`src/drf_pkg.sv`:
```
package drf_pkg;

  // ************************************************************
  // widths and depths
  // ************************************************************
  localparam int DRF_DATA_W     = 8;
  localparam int DRF_FIFO_DEPTH = 4;

  // ************************************************************
  // status register field positions
  // ************************************************************
  localparam int DRF_STAT_W      = 8;
  localparam int DRF_STAT_TX_BIT = 4;
  localparam int DRF_STAT_RX_BIT = 3;

  // ************************************************************
  // reset values
  // ************************************************************
  localparam logic                  DRF_TX_FLAG_RST = 1'h1;
  localparam logic                  DRF_RX_FLAG_RST = 1'h0;
  localparam logic [DRF_DATA_W-1:0] DRF_DATA_RST    = 8'h00;

  // pair of data-ready flags carried together
  typedef struct packed {
    logic tx_ready_flag;
    logic rx_ready_flag;
  } drf_flags_t;

  localparam drf_flags_t DRF_FLAGS_RST = '{tx_ready_flag: DRF_TX_FLAG_RST,
                                           rx_ready_flag: DRF_RX_FLAG_RST};

endpackage : drf_pkg

```
`src/drf_fifo.sv`:
```
// small flop-based fifo with valid/ready on both sides and a flush
module drf_fifo
  import drf_pkg::*;
#(
  parameter int WIDTH = DRF_DATA_W,
  parameter int DEPTH = DRF_FIFO_DEPTH
) (
  // clock and reset
  input  wire logic             i_sys_clk,
  input  wire logic             i_srst,
  input  wire logic             i_flush,
  // fill side
  input  wire logic             i_in_valid,
  input  wire logic [WIDTH-1:0] i_in_data,
  output logic                  o_in_ready,
  // drain side
  output logic                  o_out_valid,
  output logic [WIDTH-1:0]      o_out_data,
  input  wire logic             i_out_ready
);

  localparam int AW = (DEPTH > 1) ? $clog2(DEPTH) : 1;

  logic [WIDTH-1:0] mem_q [DEPTH];
  logic [WIDTH-1:0] mem_d [DEPTH];
  logic [AW-1:0]    wr_ptr_q;
  logic [AW-1:0]    wr_ptr_d;
  logic [AW-1:0]    rd_ptr_q;
  logic [AW-1:0]    rd_ptr_d;
  logic [AW:0]      count_q;
  logic [AW:0]      count_d;
  logic             push;
  logic             pop;

  // pointer step with wrap, since depth need not be a power of two
  function automatic logic [AW-1:0] ptr_next(input logic [AW-1:0] p);
    if (p == AW'(DEPTH - 1)) begin
      return '0;
    end
    return p + AW'(1);
  endfunction : ptr_next

  // ************************************************************
  // handshakes
  // ************************************************************
  assign o_in_ready  = (count_q != (AW+1)'(DEPTH));
  assign o_out_valid = (count_q != '0);
  assign o_out_data  = mem_q[rd_ptr_q];
  assign push        = i_in_valid && o_in_ready;
  assign pop         = o_out_valid && i_out_ready;

  // next state of storage and pointers
  always_comb begin
    mem_d    = mem_q;
    wr_ptr_d = wr_ptr_q;
    rd_ptr_d = rd_ptr_q;
    count_d  = count_q;
    if (i_flush) begin
      wr_ptr_d = '0;
      rd_ptr_d = '0;
      count_d  = '0;
    end else begin
      if (push) begin
        mem_d[wr_ptr_q] = i_in_data;
        wr_ptr_d        = ptr_next(wr_ptr_q);
      end
      if (pop) begin
        rd_ptr_d = ptr_next(rd_ptr_q);
      end
      if (push && !pop) begin
        count_d = count_q + (AW+1)'(1);
      end else if (pop && !push) begin
        count_d = count_q - (AW+1)'(1);
      end
    end
  end

  // register stage
  always_ff @(posedge i_sys_clk) begin
    if (i_srst) begin
      wr_ptr_q <= '0;
      rd_ptr_q <= '0;
      count_q  <= '0;
      for (int i = 0; i < DEPTH; i++) begin
        mem_q[i] <= '0;
      end
    end else begin
      wr_ptr_q <= wr_ptr_d;
      rd_ptr_q <= rd_ptr_d;
      count_q  <= count_d;
      mem_q    <= mem_d;
    end
  end

endmodule : drf_fifo

```
`src/drf_data_ready_flags.sv`:
```
// What this block does
// set transmit-ready flag (status bit 4) when holding register copies into shift register.
// clear transmit-ready flag when host writes the transmit holding register.
// force transmit-ready flag to 1 while module is in or enters reset.
// transmit-ready interrupt request follows the transmit-ready flag.
// set receive-ready flag (status bit 3) when a received word reaches holding register.
// clear receive-ready flag when host reads the receive holding register.
// writing 1 to receive-ready bit clears it; writing 0 leaves it.
// clear receive-ready flag on module reset via run bit or chip reset.
// receive-ready interrupt request follows the receive-ready flag.
// reading the interrupt source register leaves both flags unchanged.
// a transfer event in the same cycle as a clearing access wins and sets the flag.
module drf_data_ready_flags
  import drf_pkg::*;
(
  // clock and reset
  input  wire logic                  i_sys_clk,
  input  wire logic                  i_srst,
  // mode control
  input  wire logic                  i_module_run_bit,
  // host: transmit holding register write
  input  wire logic                  i_tx_holding_wr,
  input  wire logic [DRF_DATA_W-1:0] i_tx_holding_wdata,
  // host: receive holding register read
  input  wire logic                  i_rx_holding_rd,
  output logic [DRF_DATA_W-1:0]      o_rx_holding_reg,
  // host: status register write and read
  input  wire logic                  i_status_wr,
  input  wire logic [DRF_STAT_W-1:0] i_status_wdata,
  output logic [DRF_STAT_W-1:0]      o_status,
  // host: interrupt source register read
  input  wire logic                  i_isrc_rd,
  // host: flags and interrupt requests
  output drf_flags_t                 o_flags,
  output logic                       o_transmit_ready_request,
  output logic                       o_receive_ready_request,
  // serial engine: transmit side
  input  wire logic                  i_tx_shift_load,
  output logic [DRF_DATA_W-1:0]      o_tx_shift_reg,
  // serial engine: receive side
  input  wire logic                  i_rx_word_valid,
  input  wire logic [DRF_DATA_W-1:0] i_rx_word,
  output logic                       o_rx_word_ready
);

  // ************************************************************
  // state
  // ************************************************************
  // transmit group
  logic                  tx_flag_q;
  logic                  tx_flag_d;
  logic [DRF_DATA_W-1:0] tx_holding_reg_q;
  logic [DRF_DATA_W-1:0] tx_holding_reg_d;
  logic [DRF_DATA_W-1:0] tx_shift_reg_q;
  logic [DRF_DATA_W-1:0] tx_shift_reg_d;
  // receive group
  logic                  rx_flag_q;
  logic                  rx_flag_d;
  logic [DRF_DATA_W-1:0] rx_holding_reg_q;
  logic [DRF_DATA_W-1:0] rx_holding_reg_d;
  // control and fifo drain side
  logic                  mod_reset;
  logic                  rx_clear;
  logic                  fifo_valid;
  logic [DRF_DATA_W-1:0] fifo_data;
  logic                  rx_pop;
  logic                  rx_take;

  // ************************************************************
  // flag update rule
  // ************************************************************
  // one place decides the next value of either flag: reset first, then a
  // set event beats a clear in the same cycle, so no data-ready event is
  // lost when the host happens to access the register at that moment
  function automatic logic flag_next(
    input logic rst_val,
    input logic in_reset,
    input logic cur,
    input logic set_ev,
    input logic clr_ev
  );
    if (in_reset) begin
      return rst_val;
    end
    if (set_ev) begin
      return 1'h1;
    end
    if (clr_ev) begin
      return 1'h0;
    end
    return cur;
  endfunction : flag_next

  // ************************************************************
  // control
  // ************************************************************

  // module reset is chip reset or the run bit held at 0
  assign mod_reset = i_srst || !i_module_run_bit;

  // host clears of the receive flag; interrupt source reads are not one of them
  assign rx_clear = i_rx_holding_rd
                 || (i_status_wr && i_status_wdata[DRF_STAT_RX_BIT]);

  // take the next word when the holding register is free or being cleared now
  // interrupt source reads are left out on purpose: polling must never cost an event
  assign rx_pop = !mod_reset && (!rx_flag_q || rx_clear);

  // a word only moves when the fifo has one to give
  assign rx_take = rx_pop && fifo_valid;

  // ************************************************************
  // receive path fifo
  // ************************************************************
  // the fifo absorbs a burst while the host is slow to read; once full,
  // the engine sees ready low and must stall
  drf_fifo #(
    .WIDTH (DRF_DATA_W),
    .DEPTH (DRF_FIFO_DEPTH)
  ) drf_fifo_i (
    .i_sys_clk   (i_sys_clk),
    .i_srst      (i_srst),
    .i_flush     (mod_reset),
    .i_in_valid  (i_rx_word_valid),
    .i_in_data   (i_rx_word),
    .o_in_ready  (o_rx_word_ready),
    .o_out_valid (fifo_valid),
    .o_out_data  (fifo_data),
    .i_out_ready (rx_pop)
  );

  // ************************************************************
  // transmit group
  // ************************************************************
  // host write clears the flag, engine load sets it; a load in the same
  // cycle as a write moves the old word out and keeps the new one waiting
  always_comb begin
    tx_holding_reg_d = tx_holding_reg_q;
    tx_shift_reg_d   = tx_shift_reg_q;
    if (!mod_reset && i_tx_holding_wr) begin
      tx_holding_reg_d = i_tx_holding_wdata;
    end
    if (!mod_reset && i_tx_shift_load) begin
      tx_shift_reg_d = tx_holding_reg_q;               // old word moves out
    end
    tx_flag_d = flag_next(DRF_TX_FLAG_RST, mod_reset, tx_flag_q,
                          i_tx_shift_load, i_tx_holding_wr);
  end

  // data registers keep their contents over a run-bit reset, so software
  // that toggles the run bit must not expect the holding words to clear
  always_ff @(posedge i_sys_clk) begin
    if (i_srst) begin
      tx_flag_q        <= DRF_TX_FLAG_RST;
      tx_holding_reg_q <= DRF_DATA_RST;
      tx_shift_reg_q   <= DRF_DATA_RST;
    end else begin
      tx_flag_q        <= tx_flag_d;
      tx_holding_reg_q <= tx_holding_reg_d;
      tx_shift_reg_q   <= tx_shift_reg_d;
    end
  end

  // ************************************************************
  // receive group
  // ************************************************************
  // host read or a written 1 clears the flag, a word from the fifo sets it;
  // a clear that meets a waiting word hands that word over in one cycle
  always_comb begin
    rx_holding_reg_d = rx_holding_reg_q;
    if (rx_take) begin
      rx_holding_reg_d = fifo_data;
    end
    rx_flag_d = flag_next(DRF_RX_FLAG_RST, mod_reset, rx_flag_q,
                          rx_take, rx_clear);
  end

  // receive holding word survives a run-bit reset like the transmit side
  always_ff @(posedge i_sys_clk) begin
    if (i_srst) begin
      rx_flag_q        <= DRF_RX_FLAG_RST;
      rx_holding_reg_q <= DRF_DATA_RST;
    end else begin
      rx_flag_q        <= rx_flag_d;
      rx_holding_reg_q <= rx_holding_reg_d;
    end
  end

  // ************************************************************
  // outputs
  // ************************************************************
  // requests are the flags themselves, so polling and interrupts agree
  assign o_transmit_ready_request = tx_flag_q;
  assign o_receive_ready_request  = rx_flag_q;
  assign o_flags                  = '{tx_ready_flag: tx_flag_q,
                                      rx_ready_flag: rx_flag_q};
  assign o_tx_shift_reg           = tx_shift_reg_q;
  assign o_rx_holding_reg         = rx_holding_reg_q;

  // status image: only the two ready bits live here, the rest read as zero
  always_comb begin
    o_status                  = '0;
    o_status[DRF_STAT_TX_BIT] = tx_flag_q;
    o_status[DRF_STAT_RX_BIT] = rx_flag_q;
  end

endmodule : drf_data_ready_flags

```
`config.mk`:
```
export PLATFORM = sky130hd
export DESIGN_NAME = drf_data_ready_flags
export DESIGN_NICKNAME = d
export VERILOG_FILES = /design/src/drf_pkg.sv /design/src/drf_fifo.sv /design/src/drf_data_ready_flags.sv
export SDC_FILE = /design/constraint.sdc
export NUM_CORES = 1
export LEC_CHECK = 0
export BUFFER_PORTS_ARGS = -buffer_cell sky130_fd_sc_hd__clkbuf_2
export CAP_MARGIN = 25
export CORE_AREA = 4 4 78 80
export DETAILED_ROUTE_END_ITERATION = 12
export DIE_AREA = 0 0 82 84
export PLACE_DENSITY = 0.77
export SKIP_CTS_REPAIR_TIMING = 1
export SKIP_LAST_GASP = 1
export SYNTH_ARGS = -nofsm -noshare
export SYNTH_HDL_FRONTEND = slang
export SYNTH_SLANG_ARGS = --single-unit
```
`constraint.sdc`:
```
create_clock -name i_sys_clk -period 2.9 [get_ports i_sys_clk]
set_clock_uncertainty 0.2 [all_clocks]
set_input_delay 0.29 -clock i_sys_clk [delete_from_list [all_inputs] [get_ports i_sys_clk]]
set_output_delay 0.29 -clock i_sys_clk [all_outputs]
set_load 0.02 [all_outputs]
```
==> flow_summary.json, run 1 <==
{
  "mostFrequentLayoutCell": "dfxtp_1",
  "first_pass_iters": 4,
  "violations": "hold timing",
  "multiInputGateArea_um2": 1380,
  "clkTransAtPathRegs_ns": 0.08,
  "nets": 378,
  "grtUsageTotal": 0.178,
  "cts.path.max_buffers": 2,
  "netlist-cell-type-count": 33,
  "syn_inst": 290,
  "largest_reg_flops": 32,
  "critPathSlowestCell": "fa_1",
  "min_from": "i_tx_holding_wdata[3]",
  "die_area_um2": 6890,
  "rr_worst_depth": 9,
  "antenna_cells": 0,
  "die_w_um": 82,
  "cp-start-kind": "flop",
  "clock.fmax_mhz": 401,
  "tightest_slew_ns": 0.653,
  "viasPerCell": 5.23,
  "timing.final.crit_period_ns": 2.50,
  "whs_ns": -0.000381,
  "r2r_end": "drf_fifo_i.count_q[2]$_SDFFE_PP0P_",
  "grt_antenna_before_repair": 0,
  "holdPathStages": 3,
  "hpwl_um": 3870,
  "clkLatencyLatePin_ns": 0.34,
  "seqCellArea_um2": 1300,
  "layout-drive-gt1-share": 0.245,
  "synth-seq-cells": 65,
  "top_register": "drf_fifo_i.mem_q",
  "reg2reg_from": "drf_fifo_i.count_q[0]$_SDFFE_PP0P_",
  "drt_iter0_markers": 139,
  "path_class": "flop to flop",
  "power_density_nw_per_um2": 582,
  "crit_chain": "nor3_1 -> nor2_2 -> nand2_1 -> ha_1 -> inv_1 -> fa_1 -> xor2_1 -> or3_1 -> a21oi_1",
  "synth_area_leaders": "dfxtp_1, mux2i_1, mux4_2",
  "drv_slew": 0,
  "wl_per_cell_um": 13.7,
  "r2r_slack_ns": 0.40,
  "yosysTopAreaCell": "dfxtp_1",
  "tns_ns": 0,
  "final_core_util": 0.617,
  "end_kind": "flop",
  "io_buffer_count": 47,
  "cpPeakStageDelay_ns": 0.42,
  "setup_violations": 0,
  "path_max_fanout": 4,
  "rows": 27,
  "core-area_um2": 5410,
  "ys_warn_count": 0,
  "seq_area_frac_synth": 0.461,
  "crit_arrival_ns": 2.57,
  "initial_core_util": 0.522,
  "yosysTopAreaCellShare": 0.461,
  "ioPinCount": 62,
  "place_congestion": 0.739,
  "overflow": 0,
  "finalWirelength_um": 5670,
  "syn_to_final_growth_pct": 18.0,
  "grt_start_max_net_pins": 58,
  "maxCapViolations": 0,
  "route.detailed.drc": 0,
  "status": "complete, but fails checks",
  "cts_buffers": 9,
  "hold_end": "tx_holding_reg_q[3]$_SDFFE_PP0P_",
  "finalHoldViolCount": 1,
  "ctsRootBufferMaster": "clkbuf_8",
  "h-tree-depth": 3,
  "fill_cells": 483,
  "syn_area_um2": 2820,
  "fin_crit_sh": 0.860,
  "ant_nets": 0,
  "peakVddDrop_mv": 0.310,
  "hold_path.class": "input pin to flop",
  "grt_pass1_vias": 2009,
  "layout_common_cells": "dfxtp_1, clkbuf_2, nor2_1",
  "worstPathRequired_ns": 2.98,
  "syn_avg_cell_area_um2": 9.74,
  "fp.dieH_um": 84,
  "vias": 2171,
  "cts_tree": "built",
  "rsz0062_at_grt": "no",
  "worstSetupStartpoint": "drf_fifo_i.count_q[0]$_SDFFE_PP0P_",
  "clock-sinks": 65,
  "p_leak_uw": 0.00128,
  "slew_headroom": 0.564,
  "grt_pass1_wl_um": 9390
}
## kinds of logic after synthesis
kind of cell	synth area share
buffers and inverters	0.0580
muxes	0.181
xor gates and xnor gates	0.00620
other	0.00133
AOI/OAI and AO/OA	0.0735
and+or+nand+nor	0.186
adders and majority gates	0.0337
DFF	0.461
## synth_stat cells
cell type and number:
nand2b_4 1, o21ai_0 1, nor3b_4 1, conb_1 1, xor2_1 2, a21oi_1 29, fa_1 1, dfxtp_1 65
o21ai_1 8, buf_4 10, a31o_1 2, nor3_4 4, and2b_1 1, nor2_1 34, nand3b_1 1, buf_2 2
nand2_1 27, inv_1 5, nor3_1 1, clkbuf_1 11, nand2b_1 2, and3_1 1, mux4_2 8, ha_1 6
buf_6 1, nand3_1 25, buf_1 1, or3_1 2, inv_2 1, and3b_1 1, mux2i_1 33, nor4_1 1
nor2_2 1
## metal layers
layer	global-route usage	vias to the layer above	wire, um
li1	-	1086	-
met1	0.227	1017	2570
met2	0.273	59	2670
met3	0.0605	9	324
met4	0.0725	0	92
met5	0	-	0
## how the worst max path moves through the flow
stage | slack, ns | endpoint
after floorplan | 0.50 | drf_fifo_i.count_q[2]$_SDFFE_PP0P_
after global placement | 0.47 | drf_fifo_i.count_q[2]$_SDFFE_PP0P_
after detailed placement | 0.42 | drf_fifo_i.count_q[2]$_SDFFE_PP0P_
after CTS | 0.39 | drf_fifo_i.count_q[2]$_SDFFE_PP0P_
after global routing | 0.23 | drf_fifo_i.count_q[2]$_SDFFE_PP0P_
final | 0.40 | drf_fifo_i.count_q[2]$_SDFFE_PP0P_
## layout make-up
| type | count | area share |
|---|---|---|
| Tap cell | 72 | 0.0270 |
| Clock buffer | 9 | 0.0372 |
| Sequential cell | 65 | 0.390 |
| Multi-Input combinational cell | 199 | 0.413 |
| Clock inverter | 7 | 0.0285 |
| Inverter | 6 | 0.00676 |
| Timing Repair Buffer | 57 | 0.0968 |
## power breakdown
part / internal (uW) / switching, uW
Combinational: 68.1 / 101
Clock: 483 / 354
Sequential: 911 / 19.9
## metrics by stage
step | cell area (um^2) | cells | setup WS, ns | total power [uW]
final | 3330 | 415 | 0.405 | 1940
after global placement | 3060 | 394 | 0.474 | 1110
after floorplan | 2840 | 295 | 0.497 | 1070
after global routing | 3330 | 415 | 0.231 | 2020
after CTS | 3280 | 410 | 0.392 | 1950
after detailed placement | 3060 | 394 | 0.416 | 1120
## worst max-delay path: cells and delay by family, from the launching register on
kind            cells  cell delay (ns)
fa+ha+maj           2             0.61
compound gates      1             0.14
flops               1             0.37
xor+xnor            1             0.15
simple gates        4             0.88
buf+inv             1             0.07
(Power assumes the default switching activity.)
==> run 2, diff against run 1 <==
--- a/config.mk
+++ b/config.mk
@@ -10,6 +10,7 @@
 export CORE_AREA = 4 4 78 80
 export DETAILED_ROUTE_END_ITERATION = 12
 export DIE_AREA = 0 0 82 84
+export HOLD_SLACK_MARGIN = 0.15
 export PLACE_DENSITY = 0.77
 export SKIP_CTS_REPAIR_TIMING = 1
 export SKIP_LAST_GASP = 1
==> run 2 against run 1 <==
The run now ends clean. Critical endpoint unchanged. Worst setup slack lost 0.0081 ns. Critical path type unchanged. Power rose by 0.83%. Sequential share of layout area is 2.0 points lower. Largest power group unchanged. Non-clock buffer count increased by 18.
==> flow_summary.json, run 2 (same netlist as run 1, synthesis figures left out) <==
{
  "grtUsageTotal": 0.178,
  "drv_slew": 0,
  "h-tree-depth": 3,
  "power_density_nw_per_um2": 556,
  "crit_arrival_ns": 2.57,
  "path_max_fanout": 4,
  "fill_cells": 450,
  "p_leak_uw": 0.00135,
  "tightest_slew_ns": 0.657,
  "grt_start_max_net_pins": 58,
  "p_int_uw": 1480,
  "swShare": 0.244,
  "tns_ns": 0,
  "grt_antenna_before_repair": 0,
  "clock.fmax_mhz": 399,
  "rows": 27,
  "seq_power_share": 0.477,
  "overflow": 0,
  "switchingPower_uw": 477,
  "top_register": "drf_fifo_i.mem_q",
  "rr_worst_depth": 9,
  "pwr-share-comb": 0.096,
  "drt_iter0_markers": 123,
  "worstPathRequired_ns": 2.97,
  "vias": 2225,
  "reg2reg_from": "drf_fifo_i.count_q[0]$_SDFFE_PP0P_",
  "power.share.clock": 0.427,
  "cts_tree": "built",
  "ctsRootBufferMaster": "clkbuf_8",
  "crit_end": "drf_fifo_i.count_q[2]$_SDFFE_PP0P_",
  "core-area_um2": 5410,
  "finalWirelength_um": 5920,
  "mostFrequentLayoutCell": "dfxtp_1",
  "cts.path.max_buffers": 2,
  "layout_common_cells": "dfxtp_1, clkbuf_2, nor2_1",
  "setup_violations": 0,
  "hold_path.class": "input pin to flop",
  "die_w_um": 82,
  "route.detailed.drc": 0,
  "antenna_cells": 0,
  "status": "complete, no violations",
  "fin_crit_sh": 0.863,
  "place_congestion": 0.739,
  "layout-drive-gt1-share": 0.233,
  "grt_pass1_vias": 2009,
  "ioPinCount": 62,
  "fp.dieH_um": 84,
  "initial_core_util": 0.522,
  "viasPerCell": 5.14,
  "end_kind": "flop",
  "clock-sinks": 65,
  "maxCapViolations": 0,
  "ant_nets": 0,
  "whs_ns": 0.152,
  "cp-start-kind": "flop",
  "hpwl_um": 3870,
  "timing.final.crit_period_ns": 2.50,
  "die_area_um2": 6890,
  "rsz0062_at_grt": "no",
  "cts_buffers": 9,
  "grt_pass1_wl_um": 9390,
  "clkLatencyLatePin_ns": 0.33,
  "clkTransAtPathRegs_ns": 0.07,
  "wl_per_cell_um": 13.7,
  "finalHoldViolCount": 0,
  "peakVddDrop_mv": 0.314,
  "path_class": "flop to flop",
  "syn_to_final_growth_pct": 24.4,
  "worstSetupStartpoint": "drf_fifo_i.count_q[0]$_SDFFE_PP0P_",
  "io_buffer_count": 47,
  "nets": 396,
  "largest_reg_flops": 32,
  "slew_headroom": 0.562,
  "r2r_end": "drf_fifo_i.count_q[2]$_SDFFE_PP0P_",
  "first_pass_iters": 4,
  "r2r_slack_ns": 0.40
}
==> run 2: changes by cell type in the layout (fill, tap and decap cells not counted) <==
cell           before  now
dlygate4sd3_1       5   23
==> run 2: stage by stage <==
step	std cells	utilization	setup slack (ns)	area (um^2)	power [uW]
floorplan	295	-	0.497	2840	1070
global placement	394	0.567	0.474	3060	1110
detailed placement	394	0.567	0.416	3060	1120
CTS	410	0.607	0.392	3280	1950
global route	433	0.650	0.231	3510	2040
finish	433	0.650	0.397	3510	1950
==> run 2: final cells by class <==
class | count | area [um^2] | area share
Clock buffer | 9 | 124 | 0.0353
Clock inverter | 7 | 95.1 | 0.0271
Inverter | 6 | 22.5 | 0.00641
Multi-Input combinational cell | 199 | 1380 | 0.392
Sequential cell | 65 | 1300 | 0.370
Tap cell | 72 | 90.1 | 0.0256
Timing Repair Buffer | 75 | 503 | 0.143
==> run 2: critical path, stage by stage, from the launching register on <==
cell     delay [ns]
dfxtp_1        0.37
nor3_1         0.38
nor2_2         0.07
nand2_1        0.13
ha_1           0.19
inv_1          0.07
fa_1           0.42
xor2_1         0.15
or3_1          0.31
a21oi_1        0.14
==> run 2: power by group through the flow <==
stage	clock, uW	sequential (uW)	combinational [uW]
2_1_floorplan	0	948	126
3_3_place_gp	0	951	160
3_5_place_dp	0	952	164
4_1_cts	854	932	165
5_1_grt	898	935	208
6_report	835	931	188
==> run 2: worst min-delay path by stage <==
stage	depth (start not counted)	to	start	slack, ns
2_1_floorplan	2	tx_holding_reg_q[0]$_SDFFE_PP0P_	tx_holding_reg_q[0]$_SDFFE_PP0P_	0.24
3_3_place_gp	2	o_tx_shift_reg[4]$_SDFFE_PP0P_	o_tx_shift_reg[4]$_SDFFE_PP0P_	0.24
3_5_place_dp	2	o_tx_shift_reg[0]$_SDFFE_PP0P_	o_tx_shift_reg[0]$_SDFFE_PP0P_	0.25
4_1_cts	3	tx_holding_reg_q[0]$_SDFFE_PP0P_	i_tx_holding_wdata[0]	-0.04
5_1_grt	3	tx_holding_reg_q[3]$_SDFFE_PP0P_	i_tx_holding_wr	0.16
6_report	3	tx_holding_reg_q[3]$_SDFFE_PP0P_	i_tx_holding_wr	0.15
==> run 2: layer usage <==
layer	up-vias	wire length (um)	track usage
li1	1122	-	-
met1	1025	2560	0.227
met2	70	2890	0.273
met3	8	381	0.0605
met4	0	87	0.0725
met5	-	0	0
==> run 3, diff against run 2 <==
--- a/config.mk
+++ b/config.mk
@@ -11,7 +11,7 @@
 export DETAILED_ROUTE_END_ITERATION = 12
 export DIE_AREA = 0 0 82 84
 export HOLD_SLACK_MARGIN = 0.15
-export PLACE_DENSITY = 0.77
+export PLACE_DENSITY = 0.84
 export SKIP_CTS_REPAIR_TIMING = 1
 export SKIP_LAST_GASP = 1
 export SYNTH_ARGS = -nofsm -noshare
==> run 3 against run 2 <==
Count of clock-buffer cells in the layout rose by 1. Die area did not move. Cell area fell by 0.18%. Sequential power barely moved. Critical path depth did not move. Hold slack got worse by 0.017 ns. Clock power rose by 15%. Combinational power barely moved. Core utilization fell by 0.12 points. Via count rose by 0.99%. Worst setup slack got worse by 0.0063 ns. Cell count fell by 0.92%. Largest cell class unchanged.
==> flow_summary.json, run 3 (same netlist as run 1, synthesis figures left out) <==
{
  "maxCapViolations": 0,
  "place_congestion": 0.725,
  "clock-sinks": 65,
  "syn_to_final_growth_pct": 24.2,
  "layout-drive-gt1-share": 0.235,
  "cpPeakStageDelay_ns": 0.42,
  "hpwl_um": 4030,
  "cts_buffers": 9,
  "grtUsageTotal": 0.182,
  "finalWirelength_um": 6100,
  "cts_tree": "built",
  "grt_pass1_wl_um": 9480,
  "slew_headroom": 0.568,
  "grt_pass1_vias": 2147,
  "top_layer": "met4",
  "end_kind": "flop",
  "critPathSlowestCell": "fa_1",
  "grt_start_max_net_pins": 58,
  "grt_antenna_before_repair": 0,
  "met3_length_um": 354,
  "core-area_um2": 5410,
  "finalPower_uw": 2080,
  "path_max_fanout": 4,
  "r2r_slack_ns": 0.39,
  "p_leak_uw": 0.00135,
  "peakVddDrop_mv": 0.442,
  "rr_worst_depth": 9,
  "holdPathStages": 3,
  "whs_ns": 0.135,
  "overflow": 0,
  "crit_arrival_ns": 2.59,
  "worstPathRequired_ns": 2.98,
  "h-tree-depth": 3,
  "path_class": "flop to flop",
  "clkTransAtPathRegs_ns": 0.07,
  "top_register": "drf_fifo_i.mem_q",
  "hold_path.class": "input pin to flop",
  "layout_common_cells": "dfxtp_1, clkbuf_2, nor2_1",
  "tns_ns": 0,
  "m1WireLength_um": 2610,
  "ctsRootBufferMaster": "clkbuf_8",
  "ioPinCount": 62,
  "clock.fmax_mhz": 398,
  "io_buffer_count": 47,
  "die_area_um2": 6890,
  "tightest_slew_ns": 0.647,
  "largest_reg_flops": 32,
  "dp_slack_ns": 0.430,
  "initial_core_util": 0.522,
  "rows": 27,
  "cts.path.max_buffers": 2,
  "drt_iter0_markers": 159,
  "wl_per_cell_um": 14.2,
  "first_pass_iters": 4,
  "rsz0062_at_grt": "no",
  "timing.final.crit_period_ns": 2.51,
  "drv_slew": 0,
  "cp-start-kind": "flop",
  "fin_ws_ns": 0.390,
  "crit_chain": "nor3_1 -> nor2_2 -> nand2_1 -> ha_1 -> inv_1 -> fa_1 -> xor2_1 -> or3_1 -> a21oi_1",
  "setup_violations": 0,
  "wl_met2_um": 2930,
  "status": "complete, no violations",
  "die_w_um": 82,
  "ant_nets": 0,
  "antenna_cells": 0,
  "clkLatencyLatePin_ns": 0.35,
  "fp.dieH_um": 84,
  "route.detailed.drc": 0,
  "vias": 2247,
  "mostFrequentLayoutCell": "dfxtp_1",
  "fin_crit_sh": 0.865,
  "viasPerCell": 5.24,
  "nets": 392,
  "power_density_nw_per_um2": 593,
  "finalHoldViolCount": 0
}
[run 3: cell types whose count changed in the layout (fill, tap and decap cells not counted)]
cell and delta:
dlygate4sd3_1 -4, clkinv_2 -2, clkbuf_8 +1, bufinv_16 +1
[run 3: cell type report]
cell class / count / area, um^2
clock buffers: 10 / 138
clock inverters: 6 / 115
fillers: 428 / 1900
inverters: 6 / 22.5
multi-input cells: 199 / 1380
flip-flops and latches: 65 / 1300
well taps: 72 / 90.1
repair buffers: 71 / 463
[run 3: critical path, delay by kind of cell (launching register included)]
kind | cells | cell delay (ns)
DFF | 1 | 0.38
AOI/OAI and AO/OA | 1 | 0.14
and+or+nand+nor | 4 | 0.87
xor gates and xnor gates | 1 | 0.16
adders and majority gates | 2 | 0.62
buffers and inverters | 1 | 0.07
[run 3: metrics by stage]
| stage | util | instance area (um^2) | instances |
|---|---|---|---|
| 2_1_floorplan | - | 2840 | 295 |
| 3_3_place_gp | 0.567 | 3060 | 394 |
| 3_5_place_dp | 0.567 | 3060 | 394 |
| 4_1_cts | 0.614 | 3320 | 410 |
| 5_1_grt | 0.649 | 3510 | 429 |
| 6_report | 0.649 | 3510 | 429 |
[run 3: worst paths after layout]
path | startpoint | end
worst max-delay path | drf_fifo_i.count_q[0]$_SDFFE_PP0P_ | drf_fifo_i.count_q[2]$_SDFFE_PP0P_
worst min register to register | o_tx_shift_reg[4]$_SDFFE_PP0P_ | o_tx_shift_reg[4]$_SDFFE_PP0P_
worst min-delay path | i_tx_holding_wr | tx_holding_reg_q[2]$_SDFFE_PP0P_
worst max register to register | drf_fifo_i.count_q[0]$_SDFFE_PP0P_ | drf_fifo_i.count_q[2]$_SDFFE_PP0P_
[run 3: metal layers]
layer | GRT usage | vias up
li1 | - | 1113
met1 | 0.223 | 1046
met2 | 0.280 | 69
met3 | 0.0572 | 19
met4 | 0.0997 | 0
met5 | 0 | -
[run 3: power by group]
part / internal [uW] / switching, uW
combinational: 80.4 / 107
sequential: 911 / 20.3
clock: 597 / 364
total: 1590 / 491
